==> config.mk <==
export PLATFORM = sky130hd
export DESIGN_NAME = dtc_timer_pair
export DESIGN_NICKNAME = d
export VERILOG_FILES = /design/src/dtc_timer_pair.v
export VERILOG_INCLUDE_DIRS = /design/src
export SDC_FILE = /design/constraint.sdc
export NUM_CORES = 1
export LEC_CHECK = 0
export BUFFER_PORTS_ARGS = -buffer_cell sky130_fd_sc_hd__buf_2
export CAP_MARGIN = 40
export CORE_AREA = 2 2 126 128
export DETAILED_ROUTE_END_ITERATION = 10
export DIE_AREA = 0 0 128 130
export PLACE_DENSITY = 0.56
export REMOVE_ABC_BUFFERS = 1
export SYNTH_ARGS = -nofsm -noshare
export SYNTH_HDL_FRONTEND = slang
export SYNTH_SLANG_ARGS = --single-unit
==> constraint.sdc <==
create_clock -name clock -period 3.6 [get_ports clock]
set_input_delay 0.72 -clock clock [delete_from_list [all_inputs] [get_ports clock]]
set_output_delay 0.72 -clock clock [all_outputs]
set_load 0.02 [all_outputs]
==> src/dtc_defs.vh <==
// Contract
// - fast modes: codes pick gear divisions, or low clock for 000/001 if low_freq_sel
// - slow modes: only 000,001,111 give clock
// - event modes count external pin only
// - cascaded modes use channel one select
// - stopped low clock gives no pulses
// - pair enable gates all channel clocks
// - interval mode: op 00/01, no cascade
// - compare holds eight bit match value
// - buffer enable routes running compare writes via holding
// - run starts; mode writes ignored running
// - count, match pulses, clears, continues
// - run cleared stops and zeroes counter
// - channel one behaves identically, independently
// - stop mode clears both run bits
// - cascade/and bits change only stopped
`ifndef DTC_DEFS_VH
`define DTC_DEFS_VH
// ************************************
// field positions of the mode register
// ************************************
`define DTC_MOD_DBE      7
`define DTC_MOD_TCK_HI   6
`define DTC_MOD_TCK_LO   4
`define DTC_MOD_EIN      2
`define DTC_MOD_OPM_HI   1
`define DTC_MOD_OPM_LO   0
// ************************************
// field positions of the pair control
// ************************************
`define DTC_CR_OUTPUT_AND_SELECT    3
`define DTC_CR_CAS       2
`define DTC_CR_RUN1      1
`define DTC_CR_RUN0      0
// ************************************
// reset values
// ************************************
`define DTC_MOD_RST      8'h00
`define DTC_CR_RST       4'h0
`define DTC_CNT_RST      8'h00
`define DTC_CMP_RST      8'hFF
// ************************************
// prescaler widths
// ************************************
`define DTC_PRE_W        11
`define DTC_LF_PRE_W     4
`endif

==> src/dtc_timer_pair.v <==
`timescale 1ns/1ps
`default_nettype none
`include "dtc_defs.vh"
module dtc_timer_pair (
  input  wire       clock,          // gear clock, 40 MHz
  input  wire       rst_n,          // sync reset, active low
  input  wire       pair_clock_enable, // basic clock gate
  input  wire       low_speed_mode, // low-speed run or sleep
  input  wire       low_freq_sel,   // fast mode: 000/001 use low clock
  input  wire       low_freq_ok,    // low clock oscillating
  input  wire       low_frequency_clock, // low clock, async pin
  input  wire       ext_pin0,       // channel 0 count pin
  input  wire       ext_pin1,       // channel 1 count pin
  input  wire       stop_mode_entry, // pulse: deep stop begins
  input  wire       mod_we0,        // write strobe, mode 0
  input  wire       mod_we1,        // write strobe, mode 1
  input  wire [7:0] mod_wdata,      // mode write data
  input  wire       cmp_we0,        // write strobe, compare 0
  input  wire       cmp_we1,        // write strobe, compare 1
  input  wire [7:0] cmp_wdata,      // compare write data
  input  wire       cr_we,          // write strobe, pair control
  input  wire [3:0] cr_wdata,       // pair control write data
  output reg  [7:0] ch0_mode_register, // mode 0 readback
  output reg  [7:0] ch1_mode_register, // mode 1 readback
  output reg  [7:0] ch0_cmp_written_r, // last written compare 0
  output reg  [7:0] ch1_cmp_written_r, // last written compare 1
  output reg  [3:0] pair_control_register, // control readback
  output reg  [7:0] ch0_count_r,    // channel 0 counter
  output reg  [7:0] ch1_count_r,    // channel 1 counter
  output reg        ch0_match_interrupt, // channel 0 match pulse
  output reg        ch1_match_interrupt  // channel 1 match pulse
);
  // ************************************
  // input synchronisers
  // ************************************
  reg [2:0] sync1_r;                // first stage, read by second only
  reg [2:0] sync2_r;                // second stage
  reg [2:0] prev_r;                 // for edge detection
  // two flops before any logic sees pins
  always @(posedge clock) begin
    if (!rst_n) begin
      sync1_r <= 3'h7;
      sync2_r <= 3'h7;
      prev_r  <= 3'h7;
    end else begin
      sync1_r <= {ext_pin1, ext_pin0, low_frequency_clock};
      sync2_r <= sync1_r;
      prev_r  <= sync2_r;
    end
  end
  // ************************************
  // prescalers
  // ************************************
  wire       gated = pair_clock_enable; // basic clock present
  wire       lf_rise = sync2_r[0] & ~prev_r[0]; // low clock tick
  wire       pin0_fall = ~sync2_r[1] & prev_r[1]; // falling edge
  wire       pin1_fall = ~sync2_r[2] & prev_r[2];
  reg  [`DTC_PRE_W-1:0]    pre_r;    // gear divider
  reg  [`DTC_LF_PRE_W-1:0] lf_pre_r; // low clock divider
  // dividers clear to zero when gated off
  // gate basic clock
  always @(posedge clock) begin
    if (!rst_n || !gated) begin
      pre_r    <= {`DTC_PRE_W{1'b0}};
      lf_pre_r <= {`DTC_LF_PRE_W{1'b0}};
    end else begin
      pre_r <= pre_r + 1'b1;
      if (lf_rise && low_freq_ok)
        lf_pre_r <= lf_pre_r + 1'b1;
    end
  end
  // one-cycle enable when divider bits below tap are all ones
  function tap_all_ones;
    input [`DTC_PRE_W-1:0] v;
    input integer          n;
    integer                i;
    begin
      tap_all_ones = 1'b1;
      for (i = 0; i < `DTC_PRE_W; i = i + 1)
        if (i < n && !v[i])
          tap_all_ones = 1'b0;
    end
  endfunction
  // source tick per select code and power mode
  function src_tick;
    input [2:0] sel;
    input [`DTC_PRE_W-1:0] pv;
    input [`DTC_LF_PRE_W-1:0] lv;
    input       slow, lfsel, lfr, lfok;
    reg   [`DTC_PRE_W-1:0] lx;
    begin
      lx = {{(`DTC_PRE_W-`DTC_LF_PRE_W){1'b1}}, lv};
      src_tick = 1'b0;
      if (slow) begin
        case (sel)
          3'h0:    src_tick = lfr & lfok & tap_all_ones(lx, 4);
          3'h1:    src_tick = lfr & lfok & tap_all_ones(lx, 3);
          3'h7:    src_tick = lfr & lfok & tap_all_ones(lx, 2);
          default: src_tick = 1'b0;
        endcase
      end else begin
        case (sel)
          3'h0:    src_tick = lfsel ? (lfr & lfok & tap_all_ones(lx, 4)) : tap_all_ones(pv, 11);
          3'h1:    src_tick = lfsel ? (lfr & lfok & tap_all_ones(lx, 3)) : tap_all_ones(pv, 10);
          3'h2:    src_tick = tap_all_ones(pv, 8);
          3'h3:    src_tick = tap_all_ones(pv, 6);
          3'h4:    src_tick = tap_all_ones(pv, 4);
          3'h5:    src_tick = tap_all_ones(pv, 2);
          3'h6:    src_tick = tap_all_ones(pv, 1);
          default: src_tick = 1'b1;
        endcase
      end
    end
  endfunction
  // ************************************
  // per-channel tick selection
  // ************************************
  wire       cas = pair_control_register[`DTC_CR_CAS];
  wire [2:0] ch0_source_clock_select = ch0_mode_register[`DTC_MOD_TCK_HI:`DTC_MOD_TCK_LO];
  wire [2:0] ch1_source_clock_select = ch1_mode_register[`DTC_MOD_TCK_HI:`DTC_MOD_TCK_LO];
  wire [2:0] sel0 = cas ? ch1_source_clock_select : ch0_source_clock_select;
  wire       ch0_external_clock_select = ch0_mode_register[`DTC_MOD_EIN];
  wire       ein1 = ch1_mode_register[`DTC_MOD_EIN];
  wire       int0 = src_tick(sel0, pre_r, lf_pre_r, low_speed_mode, low_freq_sel, lf_rise, low_freq_ok);
  wire       int1 = src_tick(ch1_source_clock_select, pre_r, lf_pre_r, low_speed_mode, low_freq_sel, lf_rise, low_freq_ok);
  wire       tick0 = gated & (ch0_external_clock_select ? pin0_fall : int0);
  wire       tick1 = gated & (ein1 ? pin1_fall : int1);
  wire       mode8_0 = ~ch0_mode_register[`DTC_MOD_OPM_HI] & ~cas;
  wire       mode8_1 = ~ch1_mode_register[`DTC_MOD_OPM_HI] & ~cas;
  // ************************************
  // pair control register
  // ************************************
  wire       run0 = pair_control_register[`DTC_CR_RUN0];
  wire       run1 = pair_control_register[`DTC_CR_RUN1];
  wire       both_stopped = ~run0 & ~run1;
  wire       starting = both_stopped & cr_wdata[`DTC_CR_RUN0] & cr_wdata[`DTC_CR_RUN1];
  // writes need the basic clock, else lost
  always @(posedge clock) begin
    if (!rst_n) begin
      pair_control_register <= `DTC_CR_RST;
    end else if (stop_mode_entry) begin
      pair_control_register[`DTC_CR_RUN1:`DTC_CR_RUN0] <= 2'h0;
    end else if (cr_we && gated) begin
      pair_control_register[`DTC_CR_RUN1:`DTC_CR_RUN0] <= cr_wdata[`DTC_CR_RUN1:`DTC_CR_RUN0];
      if (both_stopped || starting)
        pair_control_register[`DTC_CR_OUTPUT_AND_SELECT:`DTC_CR_CAS] <= cr_wdata[`DTC_CR_OUTPUT_AND_SELECT:`DTC_CR_CAS];
    end
  end
  // ************************************
  // mode registers
  // ************************************
  always @(posedge clock) begin
    if (!rst_n) begin
      ch0_mode_register <= `DTC_MOD_RST;
      ch1_mode_register <= `DTC_MOD_RST;
    end else if (gated) begin
      if (mod_we0 && !run0)
        ch0_mode_register <= mod_wdata;
      if (mod_we1 && !run1)
        ch1_mode_register <= mod_wdata;
    end
  end
  // ************************************
  // compare and counters
  // ************************************
  reg  [7:0] cmp0_r;                // active compare 0
  reg  [7:0] cmp1_r;                // active compare 1
  wire       hit0 = run0 & mode8_0 & tick0 & (ch0_count_r == cmp0_r);
  wire       hit1 = run1 & mode8_1 & tick1 & (ch1_count_r == cmp1_r);
  always @(posedge clock) begin
    if (!rst_n) begin
      ch0_cmp_written_r <= `DTC_CMP_RST;
      ch1_cmp_written_r <= `DTC_CMP_RST;
      cmp0_r            <= `DTC_CMP_RST;
      cmp1_r            <= `DTC_CMP_RST;
    end else begin
      if (cmp_we0 && gated)
        ch0_cmp_written_r <= cmp_wdata;
      if (cmp_we1 && gated)
        ch1_cmp_written_r <= cmp_wdata;
      if (cmp_we0 && gated && (!run0 || !ch0_mode_register[`DTC_MOD_DBE]))
        cmp0_r <= cmp_wdata;
      else if (hit0 && ch0_mode_register[`DTC_MOD_DBE])
        cmp0_r <= ch0_cmp_written_r;
      if (cmp_we1 && gated && (!run1 || !ch1_mode_register[`DTC_MOD_DBE]))
        cmp1_r <= cmp_wdata;
      else if (hit1 && ch1_mode_register[`DTC_MOD_DBE])
        cmp1_r <= ch1_cmp_written_r;
    end
  end
  // counters: count, clear on match, clear on stop
  // channel one mirrors channel zero
  always @(posedge clock) begin
    if (!rst_n) begin
      ch0_count_r         <= `DTC_CNT_RST;
      ch1_count_r         <= `DTC_CNT_RST;
      ch0_match_interrupt <= 1'b0;
      ch1_match_interrupt <= 1'b0;
    end else begin
      ch0_match_interrupt <= hit0;
      ch1_match_interrupt <= hit1;
      if (!run0)
        ch0_count_r <= `DTC_CNT_RST;
      else if (hit0)
        ch0_count_r <= `DTC_CNT_RST;
      else if (tick0 && mode8_0)
        ch0_count_r <= ch0_count_r + 8'h01;
      if (!run1)
        ch1_count_r <= `DTC_CNT_RST;
      else if (hit1)
        ch1_count_r <= `DTC_CNT_RST;
      else if (tick1 && mode8_1)
        ch1_count_r <= ch1_count_r + 8'h01;
    end
  end
endmodule
`default_nettype wire

==> results.cfg, run 1 <==
[synthesis]
synth_top_flop_cell = dfxtp_1
synthArstFlopShare = 0
syn_area_per_cell_um2 = 8.61
synth_cells = 525
syn_area_mm2 = 0.00452
ys.warnings.count = 0
ys_seq_area_frac = 0.416
ys_seq_elements = 94
ys_types = 61
synth_edf_count = 0

[clock_network]
cts_resized = 0
h-tree-depth = 3
post-cts-setup-buffers = 0
cts_max_path_buffers = 2
clk_pin_slew_ps = 70
hold_buffers = 0
clockRootBuffer = clkbuf_16
cts_num_sinks = 94
clock_latency_ps = 350
cts_tree = yes
cts_buffers = 9

[placement]
dp.final_hpwl_um = 9240
dp_slack_ps = 806
io_buffers = 88
gp_congestion = 0.840

[worst_setup_path]
critPathBufInv = 1
crit_family = compound AO/OA/AOI/OAI gates
endpoint = ch1_count_r[7]
rr_worst_depth = 9
worstSetupStartpointType = flip-flop
worstPathArrival_ps = 2970
path_common_cell = ha_1
r2r_start = pre_r[0]
cp_max_fo = 8
worst_path_max_delay_cell = o31ai_1
crit_path_start = pre_r[0]
slowest_delay_ps = 530
endpoint_kind = flip-flop
cp.depth = 9
worst_ep_required_time_ps = 3820
r2r_slack_ps = 850
criticalPathCategory = flip-flop to flip-flop
crit_chain = ha_1, ha_1, and4_1, o2111ai_1, a21boi_0, o31ai_1, buf_2, nand2b_1, o22ai_1
r2r-end = ch1_count_r[7]

[die]
rows = 46
die_area_mm2 = 0.0166
die_x_um = 128
ioPinCount = 89
die_h_um = 130
core_mm2 = 0.0154
start_util = 0.293

[global_route]
grt_pass1_vias = 4035
grt_max_degree = 34
grt_pass1_wl_um = 20100
overflow = 0
antenna_found_initial = 0
grt_usage = 0.152

[timing]
finalWorstSetupSlack_ps = 852
worst_pin_slew_ps = 705
finalSetupTns_ps = 0
slew_viol_final = 0
final-setup-viol-count = 0
rsz0062_at_grt = false
timing.final.crit_period_ps = 2750
clock_skew_ps = 10.1
timing.slew.headroom = 0.526
max_freq_ghz = 0.364
hold_viol = 0
fin_crit_sh = 0.763

[drt]
num_vias = 4032
first_pass_iters = 5
drc = 0
drt_iter0_markers = 262
wire_per_inst_um = 15.4
wl_um = 12300
vias_per_cell = 5.03
ant_nets = 0

[cells_and_area]
area_growth_pct = 20.3
fill_cells = 1608
diodes = 0
fin_nets = 646
drive_above_1_share = 0.210

[hold_path]
hold_depth = 1
min_path_type = flip-flop to flip-flop

[power_and_ir_drop]
power_density_mw_per_mm2 = 438
finalPower_uw = 2380
p_leak_uw = 0.00226
vdd_drop_max_mv = 0.224

[flow_run]
drv_cap = 0

[outcome]
status = finished clean
worst min path at each step:
stage                from          to  slack [ps]
2_1_floorplan  sync1_r[0]  sync2_r[0]         390
3_3_place_gp   sync1_r[0]  sync2_r[0]         390
3_5_place_dp   sync1_r[0]  sync2_r[0]         390
4_1_cts        sync1_r[0]  sync2_r[0]         410
5_1_grt        sync1_r[0]  sync2_r[0]         430
6_report       sync1_r[1]  sync2_r[1]         400
cells by family (layout without fill, tap and decap cells):
kind of cell | Yosys count | count (layout) | synth area share
flops | 94 | 94 | 0.416
fa+ha+maj | 6 | 6 | 0.0166
simple gates | 241 | 241 | 0.273
xor+xnor | 24 | 24 | 0.0465
buf+inv | 40 | 125 | 0.0412
compound gates | 90 | 90 | 0.138
mux | 30 | 30 | 0.0678
report_power, final:
group | internal (uW) | switching [uW] | total (uW)
clock | 612 | 421 | 1030
sequential | 1080 | 35.9 | 1110
combinational | 89.2 | 143 | 232
total | 1780 | 600 | 2380
worst register-to-register path, stage by stage (launching register included):
cell	delay, ps
dfxtp_1	360
ha_1	260
ha_1	240
and4_1	260
o2111ai_1	80
a21boi_0	210
o31ai_1	530
buf_2	290
nand2b_1	280
o22ai_1	130
routing by layer:
| layer | GRT usage | vias to the layer above | routed length [um] |
|---|---|---|---|
| li1 | - | 2036 | - |
| met1 | 0.191 | 1903 | 5470 |
| met2 | 0.256 | 82 | 6090 |
| met3 | 0.0328 | 11 | 564 |
| met4 | 0.0588 | 0 | 189 |
| met5 | 0 | - | 0 |
cells in the final DEF, fill, tap and decap left out, types with 3 or more instances in the layout:
cell type	Yosys	final
clkbuf_16	0	9
o211ai_1	4	4
or3_1	10	10
ha_1	6	6
and3_1	5	5
nand3_1	31	31
inv_1	15	15
o2111ai_1	3	3
a21oi_1	39	39
buf_2	4	89
a31oi_1	3	3
nor2_1	50	50
buf_4	2	5
nor4_1	4	4
and2_1	6	6
nor3_1	10	10
xor2_1	5	5
nor3b_1	6	6
xnor2_1	19	19
dfxtp_1	94	94
o31ai_1	7	7
o21ai_0	4	4
nand2_1	69	69
nand2b_1	13	13
mux2i_1	28	28
o22ai_1	7	7
nand4_1	15	15
a311o_1	7	7
metrics by stage:
stage	hold slack [ps]	instance area (um2)	instances	utilization
after floorplan	386	4390	500	-
after global placement	390	5110	785	0.331
after detailed placement	391	5110	786	0.332
after CTS	407	5440	802	0.352
after global routing	427	5440	802	0.352
final	401	5440	802	0.352
state kept, by name, summed over array words and instances (netlist names):
signal                 cells
ch0_match_interrupt        1
ch1_count_r                8
pair_control_register      4
ch0_cmp_written_r          8
ch0_mode_register          8
ch1_cmp_written_r          8
prev_r                     3
ch0_count_r                8
sync2_r                    3
cmp1_r                     8
lf_pre_r                   4
sync1_r                    3
ch1_match_interrupt        1
pre_r                     11
ch1_mode_register          8
cmp0_r                     8
final cells by class:
class	instances	area (um2)	area share
multi-input combinational	391	2450	0.451
sequential	94	1880	0.346
timing repair buffer	94	483	0.0888
tap	192	240	0.0442
clock buffer	9	225	0.0414
clock inverter	7	97.6	0.0180
inverter	15	56.3	0.0104
cell usage after synthesis, types with 6 or more instances:
library cell  instances  area [um2]
a21oi_1              39         195
a311o_1               7        70.1
and2_1                6        37.5
clkbuf_1             14        52.6
dfxtp_1              94        1880
ha_1                  6        75.1
inv_1                15        56.3
mux2i_1              28         280
nand2_1              69         259
nand2b_1             13        81.3
nand3_1              31         155
nand4_1              15        93.8
nor2_1               50         188
nor3_1               10        50.1
nor3b_1               6        45.0
o22ai_1               7        43.8
o31ai_1               7        52.6
or3_1                10        62.6
xnor2_1              19         166
(Power assumes the default switching activity.)
==> run 2: changes to the inputs <==
- clock period: 3.6 -> 2.77 ns (I/O delays scaled with it)
==> results.cfg, run 2 (synthesis gave the netlist of run 1 again) <==
[timing]
final-setup-viol-count = 0
rsz0062_at_grt = false
clock_skew_ps = 6.83
max_freq_ghz = 0.390
worst_pin_slew_ps = 663
slew_viol_final = 0
fin_crit_sh = 0.925
timing.final.crit_period_ps = 2560
hold_viol = 0
timing.slew.headroom = 0.557

[clock_network]
hold_buffers = 0
cts_tree = yes
cts_num_sinks = 94
h-tree-depth = 3
clockRootBuffer = clkbuf_16
post-cts-setup-buffers = 0
cts_resized = 0
clock_latency_ps = 340
clk_pin_slew_ps = 60
cts_max_path_buffers = 2
cts_buffers = 9

[flow_run]
drv_cap = 0

[placement]
gp_congestion = 0.844
dp.final_hpwl_um = 9630
io_buffers = 88
place_inst = 793

[global_route]
overflow = 0
grt_max_degree = 42
grt_pass1_wl_um = 20000
grt_usage = 0.152
grt_pass1_vias = 3906
antenna_found_initial = 0

[drt]
drc = 0
wl_um = 12600
drt_iter0_markers = 243
ant_nets = 0
first_pass_iters = 4
num_vias = 4107
wire_per_inst_um = 15.6
vias_per_cell = 5.08

[cells_and_area]
mostFrequentLayoutCell = dfxtp_1
finalNonFillerCells = 809
area_growth_pct = 22.3
largest_reg_flops = 11
drive_above_1_share = 0.220
fill_cells = 1607
final_cell_mix = dfxtp_1, buf_2, nand2_1, nor2_1, a21oi_1
fin_nets = 653
top_register = pre_r
final_util = 0.358
diodes = 0

[power_and_ir_drop]
switchingPower_uw = 776
vdd_drop_max_mv = 0.354
p_int_uw = 2440
finalPower_uw = 3210
p_leak_uw = 0.00230
pwr-share-comb = 0.099
swShare = 0.242
p_clk_frac = 0.452
power_density_mw_per_mm2 = 581
seqPwrFrac = 0.450

[worst_setup_path]
worstSetupStartpointType = flip-flop
worstPathArrival_ps = 2820
worst_ep_required_time_ps = 3020
cp_max_fo = 9
r2r_start = lf_pre_r[0]
r2r-end = ch1_count_r[0]
criticalPathCategory = flip-flop to flip-flop
rr_worst_depth = 9
endpoint_kind = flip-flop
r2r_slack_ps = 210

[die]
ioPinCount = 89
core_mm2 = 0.0154
die_h_um = 130
rows = 46
die_area_mm2 = 0.0166
start_util = 0.293
die_x_um = 128

[hold_path]
holdCritStartpoint = low_frequency_clock
min_path_type = input pin to flip-flop
min_to = sync1_r[0]
hold_depth = 2

[outcome]
status = finished clean
run 2: cell types whose count changed in the layout (fill, tap and decap cells not counted):
cell	change
bufinv_16	+1
buf_4	+7
clkbuf_8	+1
a21boi_1	+1
clkinv_4	-1
o31ai_1	-1
clkinvlp_4	+1
o31ai_2	+1
a21boi_0	-1
clkinv_2	-2
run 2: layout make-up:
type,instances,area (um2),share of cell area
clock buffer,10,239,0.0432
clock inverter,6,116,0.0211
inverter,15,56.3,0.0102
multi-input combinational,391,2460,0.445
sequential,94,1880,0.341
tap,192,240,0.0435
timing repair buffer,101,536,0.0969
run 2: power groups by stage:
stage / Combinational, uW / Sequential [uW] / Clock [uW]
detailed placement: 317 / 1480 / 0
global placement: 312 / 1470 / 0
CTS: 319 / 1440 / 1490
finish: 317 / 1440 / 1450
floorplan: 150 / 1500 / 0
global route: 348 / 1450 / 1530
run 2: metal layers:
metal,vias up,global-route usage,share of wire
met1,1935,0.194,0.46
met3,15,0.0250,0.043
li1,2043,-,-
met5,-,0,0
met4,0,0.0692,0.020
met2,114,0.255,0.48
run 2: worst max path at each step:
stage	startpoint	end	slack (ps)	cells past startpoint
2_1_floorplan	pre_r[0]	ch1_count_r[7]	260	8
3_3_place_gp	pre_r[0]	ch1_count_r[7]	-140	8
3_5_place_dp	pre_r[1]	ch1_count_r[0]	180	9
4_1_cts	pre_r[1]	ch1_count_r[0]	160	9
5_1_grt	pre_r[1]	ch1_count_r[0]	30	9
6_report	lf_pre_r[0]	ch1_count_r[0]	210	9
run 2: critical path, stage by stage (launching register included):
cell	delay, ps
dfxtp_1	370
ha_1	220
ha_1	170
and4b_1	310
nand3_1	110
a41oi_1	430
o31ai_2	170
buf_2	210
nand2b_1	260
o31ai_1	230
run 2: stage by stage:
stage	worst slack, ps	hold WS (ps)	cell area, um2	setup TNS [ps]
after global placement	-144	388	5160	-845
after global routing	30.4	390	5530	0
after detailed placement	179	398	5170	0
after floorplan	260	386	4390	0
after CTS	160	380	5520	0
final	207	392	5530	0
==> run 3: changes to the inputs <==
- SETUP_SLACK_MARGIN: unset -> 0.3
==> results.cfg, run 3 (synthesis gave the netlist of run 1 again) <==
[clock_network]
cts_num_sinks = 94
clock_latency_ps = 340
h-tree-depth = 3
clk_pin_slew_ps = 70
cts_tree = yes
clockRootBuffer = clkbuf_16
cts_buffers = 9
cts_max_path_buffers = 2

[timing]
final-setup-viol-count = 0
timing.slew.headroom = 0.564
finalSetupTns_ps = 0
fin_crit_sh = 0.843
timing.final.crit_period_ps = 2340
clock_skew_ps = 6.50
slew_viol_final = 0
max_freq_ghz = 0.428
worst_pin_slew_ps = 653
hold_viol = 0
rsz0062_at_grt = false
whs_ps = 394

[die]
ioPinCount = 89
die_h_um = 130
start_util = 0.293
die_x_um = 128
rows = 46
core_mm2 = 0.0154
die_area_mm2 = 0.0166

[cells_and_area]
seqCellArea_mm2 = 0.00189
drive_above_1_share = 0.246
finalNonFillerCells = 814
area_growth_pct = 24.7
final_cell_mix = dfxtp_1, buf_2, nand2_1, nor2_1, a21oi_1
fin_nets = 658
diodes = 0
multiInputGateArea_mm2 = 0.00252
fill_cells = 1593
largest_reg_flops = 11
mostFrequentLayoutCell = dfxtp_1
top_register = pre_r

[global_route]
grt_max_degree = 42
met1_usage = 0.195
antenna_found_initial = 0
grt_usage = 0.153
use_met2 = 0.256
top_usage_layer = met2
use_met3 = 0.0250
grt_pass1_vias = 3915
grt_pass1_wl_um = 20100
overflow = 0

[placement]
place_inst = 793
gp_congestion = 0.844
io_buffers = 88
dp.final_hpwl_um = 9630

[worst_setup_path]
crit_chain = ha_2, ha_2, nand4_2, or4_1, o311ai_2, o31ai_2, buf_2, nand2b_4, o31ai_1
worst_ep_required_time_ps = 3020
endpoint_kind = flip-flop
r2r_slack_ps = 430
slowest_delay_ps = 500
worst_path_max_delay_cell = or4_1
worstSetupStartpointType = flip-flop
cp_max_fo = 9
criticalPathCategory = flip-flop to flip-flop
path_common_cell = ha_2
worstPathArrival_ps = 2590

[drt]
ant_nets = 0
num_vias = 4174
drt_iter0_markers = 189
vias_per_cell = 5.13
first_pass_iters = 4
wl_um = 12900
wire_per_inst_um = 15.9
drc = 0

[power_and_ir_drop]
vdd_drop_max_mv = 0.354
p_leak_uw = 0.00234
power_density_mw_per_mm2 = 572
finalPower_uw = 3230

[hold_path]
min_path_type = input pin to flip-flop

[flow_run]
drv_cap = 0

[outcome]
status = finished clean
==> run 3: worst paths after layout <==
kind / start / end / cells after the start
hold reg to reg: sync1_r[1] / sync2_r[1] / 1
setup reg to reg: pre_r[0] / ch1_count_r[0] / 9
setup / recovery: pre_r[0] / ch1_count_r[0] / 9
hold / removal: low_frequency_clock / sync1_r[0] / 2
==> run 3: critical path: cells and delay by family, from the launching register on <==
family,cells,cell delay (ps)
DFF,1,340
buffers and inverters,1,200
and+or+nand+nor,3,800
adders and majority gates,2,420
AOI/OAI and AO/OA,3,480
==> run 3: power breakdown <==
part	total, uW	switching (uW)	internal, uW
clock network	1450	538	913
registers	1440	44.4	1400
logic	330	199	131
total	3230	782	2440
==> run 3: repair_timing <==
item / in CTS / in global routing
hold buffers: 0 / 0
cloned: 0 / 1
setup endpoints to repair: 17 / 31
pin swaps: 0 / 7
gates resized for setup: 6 / 12
buffers inserted: 0 / 4
==> run 3: cell type report <==
| cell class | count | share of cell area |
|---|---|---|
| timing repair buffer | 105 | 0.103 |
| tap | 192 | 0.0426 |
| clock buffer | 10 | 0.0424 |
| sequential | 94 | 0.335 |
| multi-input combinational | 392 | 0.447 |
| inverter | 15 | 0.00999 |
| clock inverter | 6 | 0.0206 |
==> run 3: metal layers <==
| layer | share of wire | up-vias |
|---|---|---|
| li1 | - | 2057 |
| met1 | 0.46 | 1983 |
| met2 | 0.48 | 117 |
| met3 | 0.037 | 17 |
| met4 | 0.022 | 0 |
| met5 | 0 | - |
==> run 3: metrics by stage <==
stage               worst slack (ps)  area [um2]  utilization
floorplan                        260        4390            -
global placement                -144        5160        0.335
detailed placement               179        5170        0.335
CTS                              268        5550        0.360
global route                     307        5640        0.365
finish                           434        5640        0.365
